File: config.mk
export PLATFORM = sky130hd
export DESIGN_NAME = mcb4_status_log
export DESIGN_NICKNAME = d
export VERILOG_FILES = /design/src/logic/mcb4_type_encoder.v /design/src/logic/mcb4_ce_counter.v /design/src/logic/mcb4_status_log.v
export VERILOG_INCLUDE_DIRS = /design/src /design/src/logic
export SDC_FILE = /design/constraint.sdc
export NUM_CORES = 1
export LEC_CHECK = 0
export ABC_AREA = 1
export BUFFER_PORTS_ARGS = -buffer_cell sky130_fd_sc_hd__buf_2
export CAP_MARGIN = 20
export CORE_ASPECT_RATIO = 1.75
export CORE_MARGIN = 4
export CORE_UTILIZATION = 42
export CTS_CLUSTER_SIZE = 40
export DETAILED_ROUTE_END_ITERATION = 10
export GPL_TIMING_DRIVEN = 0
export PLACE_DENSITY = 0.82
export SETUP_SLACK_MARGIN = 0.2
export SLEW_MARGIN = 0
export SYNTH_ARGS = -nofsm -noshare
export SYNTH_HDL_FRONTEND = slang
export SYNTH_SLANG_ARGS = --single-unit
export TNS_END_PERCENT = 100
File: constraint.sdc
create_clock -name core_clk -period 1.3 [get_ports core_clk]
set_input_delay 0 -clock core_clk [delete_from_list [all_inputs] [get_ports core_clk]]
set_output_delay 0 -clock core_clk [all_outputs]
set_load 0.005 [all_outputs]
File: src/logic/mcb4_defines.vh
// Constants for the bank 4 machine-check status logging block.
`ifndef MCB4_DEFINES_VH
`define MCB4_DEFINES_VH
`define MCB4_OFF_STATUS_LO 12'h000
`define MCB4_OFF_STATUS_HI 12'h004
`define MCB4_OFF_CTRL 12'h008
`define MCB4_OFF_COUNT 12'h00C
`define MCB4_CODE_INTERNAL 16'h0400
`define MCB4_CODE_TAG 16'h010B
`define MCB4_CODE_BUS 16'h0E0F
`define MCB4_TYPE_INTERNAL 2'h0
`define MCB4_TYPE_TAG 2'h1
`define MCB4_TYPE_BUS 2'h2
`define MCB4_THR_NONE 2'h0
`define MCB4_THR_RSVD 2'h3
`define MCB4_CNT_MAX 8'hFF
`define MCB4_CNT_RESET 8'h00
`define MCB4_CTRL_RESET 32'h00000001
`define MCB4_HI_CNT_LSB 0
`define MCB4_HI_FMT_LSB 8
`define MCB4_HI_SYN_LSB 12
`define MCB4_HI_SYNV_BIT 20
`define MCB4_HI_THR_LSB 21
`define MCB4_HI_PCC_BIT 25
`define MCB4_HI_ADDRV_BIT 26
`define MCB4_HI_EXTRA_INFO_VALID_BIT 27
`define MCB4_HI_EN_BIT 28
`define MCB4_HI_UC_BIT 29
`define MCB4_HI_OVER_BIT 30
`define MCB4_HI_VAL_BIT 31
`define MCB4_HI_FLAG_LSB 25
`endif

File: src/logic/mcb4_type_encoder.v
// Maps an error type select onto its 16-bit error type code.
`include "mcb4_defines.vh"
module mcb4_type_encoder (
  input wire [1:0] type_sel,
  output reg [15:0] type_code,
  output reg type_legal
);
  always @* begin
    type_code = `MCB4_CODE_INTERNAL;
    type_legal = 1'b1;
    case (type_sel)
      `MCB4_TYPE_INTERNAL: type_code = `MCB4_CODE_INTERNAL;
      `MCB4_TYPE_TAG: type_code = `MCB4_CODE_TAG;
      `MCB4_TYPE_BUS: type_code = `MCB4_CODE_BUS;
      default: type_legal = 1'b0;
    endcase
  end
endmodule

File: src/logic/mcb4_ce_counter.v
// Saturating counter of correctable events, cleared by cold reset only.
`include "mcb4_defines.vh"
module mcb4_ce_counter (
  input wire core_clk,
  input wire rst,
  input wire count_en,
  output wire [7:0] count
);
  reg [7:0] count_reg;
  always @(posedge core_clk) begin
    if (rst) begin
      count_reg <= `MCB4_CNT_RESET;
    end else if (count_en && count_reg != `MCB4_CNT_MAX) begin
      count_reg <= count_reg + 8'h01;
    end
  end
  assign count = count_reg;
endmodule

File: src/logic/mcb4_status_log.v
// Bank 4 machine-check status logger with an APB register slave.
//
// Behaviour
// - Internal controller error logs type code 0x0400 in bits 15:0.
// - Cache tag error logs type code 0x010B in bits 15:0.
// - Bus or interconnect error logs type code 0x0E0F in bits 15:0.
// - Reserved bus-class codes are never produced.
// - Type field only ever holds one of the three defined codes.
// - Detailed model-specific code goes into bits 31:16.
// - Bits 56:32 share one layout for all three error types.
// - Bits 39:32 count correctable events; only cold reset clears them.
// - Count reads 1 after first event, saturates at 255.
// - Bits 41:40 give the extra-info format, meaningful with its valid flag.
// - Bits 51:44 hold the ECC syndrome of a correctable event.
// - Bit 52 set only when the correctable event supplied a syndrome.
// - Bits 54:53 give threshold health; 11 is never stored.
// - Threshold field valid only while bit 63 is set.
// - Threshold field undefined while bit 61 is set.
// - Bit 63 set on logging; software clears it.
`include "mcb4_defines.vh"
module mcb4_status_log (
  input wire core_clk,
  input wire rst,
  input wire warm_rst,
  input wire psel,
  input wire penable,
  input wire pwrite,
  input wire [11:0] paddr,
  input wire [31:0] pwdata,
  output wire pready,
  output reg [31:0] prdata,
  output reg pslverr,
  input wire err_valid,
  input wire [1:0] err_type,
  input wire [15:0] err_model_code,
  input wire err_uncorrected,
  input wire err_context_corrupt,
  input wire err_addr_valid,
  input wire err_extra_valid,
  input wire err_enabled,
  input wire [1:0] err_extra_format,
  input wire err_syndrome_valid,
  input wire [7:0] err_syndrome,
  input wire [1:0] err_threshold,
  output wire [63:0] error_bank4_status
);
  reg [15:0] type_reg;
  reg [15:0] model_reg;
  reg [1:0] fmt_reg;
  reg [7:0] syn_reg;
  reg synv_reg;
  reg [1:0] thr_reg;
  reg [6:0] flags_reg;
  reg log_en_reg;
  wire [15:0] enc_code;
  wire enc_legal;
  wire [7:0] ce_count;
  wire [31:0] status_hi;
  wire [31:0] status_lo;
  wire old_val;
  wire old_uc;
  wire old_en;
  wire take_event;
  wire keep_old;
  wire do_log;
  wire ce_event;
  wire setup;
  wire wr_access;
  wire [1:0] thr_clean;

  mcb4_type_encoder u_enc (
    .type_sel(err_type),
    .type_code(enc_code),
    .type_legal(enc_legal)
  );

  // Correctable events are counted even when the record is not replaced.
  assign ce_event = err_valid && enc_legal && !err_uncorrected;

  mcb4_ce_counter u_cnt (
    .core_clk(core_clk),
    .rst(rst),
    .count_en(ce_event),
    .count(ce_count)
  );

  assign old_val = flags_reg[6];
  assign old_uc = flags_reg[4];
  assign old_en = flags_reg[3];
  assign take_event = err_valid && enc_legal && log_en_reg;
  // Uncorrected beats corrected, enabled beats disabled, old UC stays.
  assign keep_old = old_val && ((old_uc) ||
                    (old_en && !err_enabled && !err_uncorrected));
  assign do_log = take_event && !keep_old;
  // The reserved threshold code is never stored.
  assign thr_clean = (err_threshold == `MCB4_THR_RSVD) ?
                     `MCB4_THR_NONE : err_threshold;

  assign setup = psel && !penable;
  assign wr_access = psel && penable && pwrite;
  assign pready = 1'b1;

  always @(posedge core_clk) begin
    if (rst || warm_rst) begin
      log_en_reg <= 1'b1;
    end else if (wr_access && paddr == `MCB4_OFF_CTRL) begin
      log_en_reg <= pwdata[0];
    end
  end

  always @(posedge core_clk) begin
    if (rst) begin
      type_reg <= `MCB4_CODE_INTERNAL;
      model_reg <= 16'h0000;
      fmt_reg <= 2'h0;
      syn_reg <= 8'h00;
      synv_reg <= 1'b0;
      thr_reg <= `MCB4_THR_NONE;
      flags_reg <= 7'h00;
    end else begin
      if (wr_access && paddr == `MCB4_OFF_STATUS_HI) begin
        flags_reg <= pwdata[31:`MCB4_HI_FLAG_LSB];
      end
      if (take_event && old_val) begin
        flags_reg[5] <= 1'b1;
      end
      if (do_log) begin
        type_reg <= enc_code;
        model_reg <= err_model_code;
        fmt_reg <= err_extra_valid ? err_extra_format : 2'h0;
        syn_reg <= (err_syndrome_valid && !err_uncorrected) ?
                   err_syndrome : 8'h00;
        synv_reg <= err_syndrome_valid && !err_uncorrected;
        thr_reg <= thr_clean;
        flags_reg[0] <= err_context_corrupt || err_uncorrected;
        flags_reg[1] <= err_addr_valid;
        flags_reg[2] <= err_extra_valid;
        flags_reg[3] <= err_enabled;
        flags_reg[4] <= err_uncorrected;
        flags_reg[5] <= old_val;
        flags_reg[6] <= 1'b1;
      end
    end
  end

  assign status_lo = {model_reg, type_reg};
  // Common layout for every type; reserved positions are constant zero.
  assign status_hi = {flags_reg, 2'b00, thr_reg, synv_reg, syn_reg,
                      2'b00, fmt_reg, ce_count};
  assign error_bank4_status = {status_hi, status_lo};

  always @(posedge core_clk) begin
    if (rst) begin
      prdata <= 32'h00000000;
      pslverr <= 1'b0;
    end else if (setup) begin
      pslverr <= 1'b0;
      case (paddr)
        `MCB4_OFF_STATUS_LO: prdata <= status_lo;
        `MCB4_OFF_STATUS_HI: prdata <= status_hi;
        `MCB4_OFF_CTRL: prdata <= {31'h00000000, log_en_reg};
        `MCB4_OFF_COUNT: prdata <= {24'h000000, ce_count};
        default: begin
          prdata <= 32'h00000000;
          pslverr <= 1'b1;
        end
      endcase
    end
  end
endmodule

# Word-level counts from Yosys, hierarchy flattened
# Index checks and enable logic that the tools add are counted.
# word_totals
regBits	94
input_bits	87
out_inout_bits	98
elab_cells	58
# op_classes
add_sub_neg	1
eq_ne	7
n_mux	10
reduce_logical	28
# ops
operator	n
$pmux 32 s4	1
$eq 12x4->1 const B	2
$pmux 12 s2	1
$logic_and 1x1->1	15
$mux 7	2
$eq 12x3->1 const B	1
$logic_not 12->1	1
$add 8x1->8 const B	1
$mux 8	1
$ne 8x8->1 const B	1
$eq 2x2->1 const B	2
$logic_not 1->1	4
$mux 2	2
$reduce_or 4->1	1
$logic_or 1x1->1	3
$mux 1	3
$reduce_bool 3->1	1
$reduce_or 3->1	1
$eq 2x1->1 const B	1
$logic_not 2->1	1
$reduce_bool 2->1	1

# Logic depth before layout (Yosys ltp)
# depth
ltp_word	8
ltp_mapped	10
ltp_nobuf	9

# Hierarchy
# A second synthesis with hierarchy kept.
# unflattened
cells_unflattened	634
hier_area_um2	4401.7
# modules_own_cells
mod	instances	cells_each	area_per_inst_um2	seq_area_each_um2
mcb4_status_log	1	535	3754.9	1721.7
mcb4_ce_counter	1	77	484.2	160.2
mcb4_type_encoder	1	22	162.7	0.0

# Least setup slack after synthesis
# Ideal clock, no wire load.
# synth_path
kind	reg-to-reg
start	reg u_cnt.count_reg[0], in the netlist u_cnt.count[0]
end	reg u_cnt.count_reg[0], in the netlist u_cnt.count[0]
setup_ns	0.125
arrival_ns	1.303
required_time_ns	1.175
path_slack_ns	-0.127
path_stages_with_launch	8
n_path_buf	1
period_less_slack_ns	1.427
cell_sequence	dfxtp_1 > ha_1 > nand3_1 > nor2_1 > a21oi_1 > buf_2 > o21ai_0 > a21oi_1
# synth_via
elab_chain_cells	2
elab_cells_between_ends	3
classes_between	1 x add/sub; 1 x eq/ne; 1 x reduce/logical
# synth_rtl
item	line_no	text
from (decl)	mcb4_ce_counter.v:9	reg [7:0] count_reg;
from (signal assigned)	mcb4_ce_counter.v:12	count_reg <= `MCB4_CNT_RESET;
from (signal assigned)	mcb4_ce_counter.v:14	count_reg <= count_reg + 8'h01;
parallel branches: the longest is 2 deep, another holds $add 8x1->8	n/a	
# Several ways; the timed one is not identified.
# A chain may end at the register's enable or synchronous reset.

# Final worst setup path
# layout_path
start	reg flags_reg[3]
end	reg model_reg[8]
# layout_via
elab_chain_cells	6
# layout_rtl
item	line_no	text
from (decl)	mcb4_status_log.v:53	reg [6:0] flags_reg;
from (signal assigned)	mcb4_status_log.v:122	flags_reg <= pwdata[31:`MCB4_HI_FLAG_LSB];
from (signal assigned)	mcb4_status_log.v:138	flags_reg[3] <= err_enabled;
$logic_and 1x1->1 (2 in series)	mcb4_status_log.v:93	(old_en && !err_enabled && !err_uncorrected));
$logic_or 1x1->1	mcb4_status_log.v:92	assign keep_old = old_val && ((old_uc) ||
$logic_and 1x1->1	mcb4_status_log.v:92	
$logic_not 1->1	mcb4_status_log.v:94	assign do_log = take_event && !keep_old;
$logic_and 1x1->1	mcb4_status_log.v:94	
to (signal assigned)	mcb4_status_log.v:129	model_reg <= err_model_code;
to (decl)	mcb4_status_log.v:48	reg [15:0] model_reg;
# No other way between the ends.

==> Implementation_results.wiki <==
{| class="wikitable"
! Metric !! Value
|-
| Maximum fanout count along the critical path || 6
|-
| Clock insertion delay at the later pin of the skew report || 0.34 ns
|-
| Leakage Power || 2.987 nW
|-
| Max-capacitance violation count || 0
|-
| Final wirelength || roughly 16000 um
|-
| Area Overhead vs Synth || 65.12%
|-
| ANT nets after route || 0
|-
| Final-report max-slew violation count || 0
|-
| Die height || between 100 and 150 um
|-
| Synthesized area || 3760 um^2
|-
| Drt drc || 0
|-
| Dominant synthesized flop cell || sky130_fd_sc_hd__dfxtp_1
|-
| Critical Path Sink Type || register
|-
| Routed vias || a little under 5000
|-
| Number of DRC violations after detailed-routing iteration 0 || 485
|-
| Crit path cell chain || nand3_2 > nand2_2 > nand2_4 > nand2_8 > buf_12 > clkinv_8 > buf_8 > nor2_2 > nor2_1
|-
| Post-route minimum period || ~1.5 ns
|-
| Cell with the largest stage delay on the worst path || sky130_fd_sc_hd__dfxtp_4
|-
| Relative slew slack || 0.5198
|-
| Arrival time at the worst endpoint || 1.69 ns
|-
| Place WS || -0.3201 ns
|-
| Count of flip-flops with a built-in enable after synthesis || 0
|-
| Cell Pwr Density || 1031 nW/um^2
|-
| Post-layout utilization of the core || 0.7114
|-
| Most common cell after layout, fill and taps aside || sky130_fd_sc_hd__buf_2
|-
| Fmax || 0.6765 GHz
|-
| Total number of nets in the final design || around 850
|-
| Kind of start point of the critical path || register
|-
| Count of unique library cells instantiated by Yosys || 27
|-
| FP Rows || 45
|-
| Required @ worst endpoint || 1.51 ns
|-
| Half-perimeter wire length of the detailed placement result || between 9000 and 10000 um
|-
| Largest net degree at the start of global routing || 14
|-
| Die Footprint || about 11000 um^2
|-
| Via count of the first global-routing pass || 4629
|-
| CP max stage delay || 0.36 ns
|-
| Top Ports || 185
|-
| Number of non-filler instances in the completed layout || 878
|-
| Total inserted antenna cells || 0
|-
| Slew at the pin closest to its max-slew limit || 0.7202 ns
|-
| First drt pass iteration count || 5
|-
| CTS tree || yes
|-
| Portion of the post-synthesis area used by sequential elements || 0.4366
|-
| Core region area || 8727 um^2
|-
| Hold Path Class || in -> reg
|-
| Final std cell area, no fill || slightly above 6000 um^2
|-
| CTS sink count || 82
|-
| RePlAce Congestion || roughly 0.9
|-
| Setup WS post-layout || -0.1782 ns
|-
| Setup repair after global routing missed its margin || true
|-
| Cts bufs inserted || 9
|-
| Violated checks || setup timing
|-
| Chip Width || 79.52 um
|-
| Register clock-pin slew on the reported worst setup and hold paths || ~0.060 ns
|-
| Worst-case clock buffer depth || 2
|-
| Post-Synthesis Cells || 528
|-
| Share of cells above drive strength 1 || 0.4534
|-
| Clk_skew || 0.005736 ns
|-
| Initial antenna violation count || 0
|-
| Fraction of the cycle the final worst path needs || 1.137
|-
| Most frequent cells in the layout || sky130_fd_sc_hd__buf_2, sky130_fd_sc_hd__nand2_1, sky130_fd_sc_hd__dfxtp_1, sky130_fd_sc_hd__nand3_1, sky130_fd_sc_hd__buf_4
|-
| Start-to-end type of the worst setup path || reg -> reg
|-
| Routed via count divided by cell count || 5.483
|-
| Worst hold slack across all endpoints || 0.02692 ns
|-
| Number of cells after detailed placement || 803
|-
| Root buf cell || sky130_fd_sc_hd__clkbuf_16
|-
| Number of buffers inserted by port buffering || 147
|-
| Share of synthesized flip-flops with an asynchronous set or reset || 0
|-
| Starting density of the core || 0.4308
|-
| Placed cell areas || 4735 um^2
|-
| Overall routing resource usage || 0.2686
|-
| Setup violators final || 41
|-
| Routed wire length per instance || 18.57 um
|-
| Run status || finished with violations
|-
| H-tree lvl count || 3
|-
| Global-route congestion overflow total || 0
|-
| Wire length of the first global-routing pass || 21970 um
|-
| FF+latch count, synth || 82
|-
| Post-Syn Area per Cell || slightly above 7 um^2
|-
| Number of flip-flops under the largest register name || 32
|-
| Final hold violation count || 0
|-
| Count of filler cells inserted in the layout || approximately 570
|-
| Ys Warns || 0
|-
| Worst VDD drop || 0.8627 mV
|}
[critical path, delay by kind of cell (launching register included)]
| family | cells | cell delay (ns) |
|---|---|---|
| flops | 1 | 0.36 |
| simple gates | 6 | 0.63 |
| buf+inv | 3 | 0.34 |
[kinds of logic (layout without fill, tap and decap cells)]
kind of cell               Yosys count  after routing  synth area share
AOI/OAI and AO/OA                   85             85            0.1135
xor gates and xnor gates             3              3          0.006990
adders and majority gates            5              5           0.01664
buffers and inverters               79            300            0.1072
DFF                                 82             82            0.4366
other                                2             13          0.001997
and+or+nand+nor                    272            273            0.3171
[worst paths after layout]
path                            slack [ns]         start  cells after the start           end
worst max-delay path                 -0.18  flags_reg[3]                      9  model_reg[8]
worst min-delay path                  0.03    pwdata[27]                      5  flags_reg[2]
worst max register to register       -0.18  flags_reg[3]                      9  model_reg[8]
worst min register to register        0.46    prdata[16]                      2    prdata[16]
[metrics by stage]
step	power, mW	setup TNS [ns]
4_1_cts	6.043	-3.533
6_report	6.400	-2.497
3_5_place_dp	3.403	-10.42
2_1_floorplan	3.085	0
3_3_place_gp	3.383	-8.734
5_1_grt	6.554	-4.730
[Yosys cell counts (2+ instances only)]
master,instances,area (um^2)
sky130_fd_sc_hd__a21oi_1,54,270.3
sky130_fd_sc_hd__nor2_1,57,214.0
sky130_fd_sc_hd__buf_4,21,157.7
sky130_fd_sc_hd__ha_1,5,62.56
sky130_fd_sc_hd__nand4_1,9,56.30
sky130_fd_sc_hd__nor2_2,4,25.02
sky130_fd_sc_hd__o21ai_0,30,150.1
sky130_fd_sc_hd__inv_1,32,120.1
sky130_fd_sc_hd__nand2_1,135,506.7
sky130_fd_sc_hd__xor2_1,2,17.52
sky130_fd_sc_hd__nor2_4,2,22.52
sky130_fd_sc_hd__nand3_1,57,285.3
sky130_fd_sc_hd__buf_6,2,22.52
sky130_fd_sc_hd__nand2_2,3,18.77
sky130_fd_sc_hd__buf_2,10,50.05
sky130_fd_sc_hd__conb_1,2,7.510
sky130_fd_sc_hd__inv_2,2,7.510
sky130_fd_sc_hd__dfxtp_1,82,1642
sky130_fd_sc_hd__clkbuf_1,11,41.29
[layer usage]
metal | vias up | global-route usage | wire (um)
li1 | 2149 | - | -
met1 | 2218 | 0.2509 | 5236
met2 | 337 | 0.4879 | 8635
met3 | 110 | 0.05277 | 1170
met4 | 0 | 0.2141 | 1262
met5 | - | 0 | 0
[area by class of cell]
type,instances,area [um^2],area share
Clock inverter,5,55.05,0.008867
Multi-Input combinational cell,379,2246,0.3617
Tap cell,117,146.4,0.02358
Inverter,34,140.1,0.02257
Buffer,45,354.1,0.05703
Clock buffer,10,239.0,0.03849
Sequential cell,82,1663,0.2678
Timing Repair Buffer,206,1365,0.2199
[timing repair]
action	CTS	global route
pin swaps	19	24
setup endpoints to repair	48	53
resized for setup	36	142
hold buffers	32	0
endpoints found under the hold margin	30	0
buffers inserted	9	13
cloned	3	3
[power by group]
group	total, mW	internal, mW	switching (mW)	leakage, nW
Clock	2.57	1.52	1.04	0.140
Sequential	2.72	2.60	0.118	0.672
Combinational	1.12	0.542	0.575	2.17
Total	6.40	4.66	1.74	2.99
No activity file was read; power rests on OpenSTA's default activity.
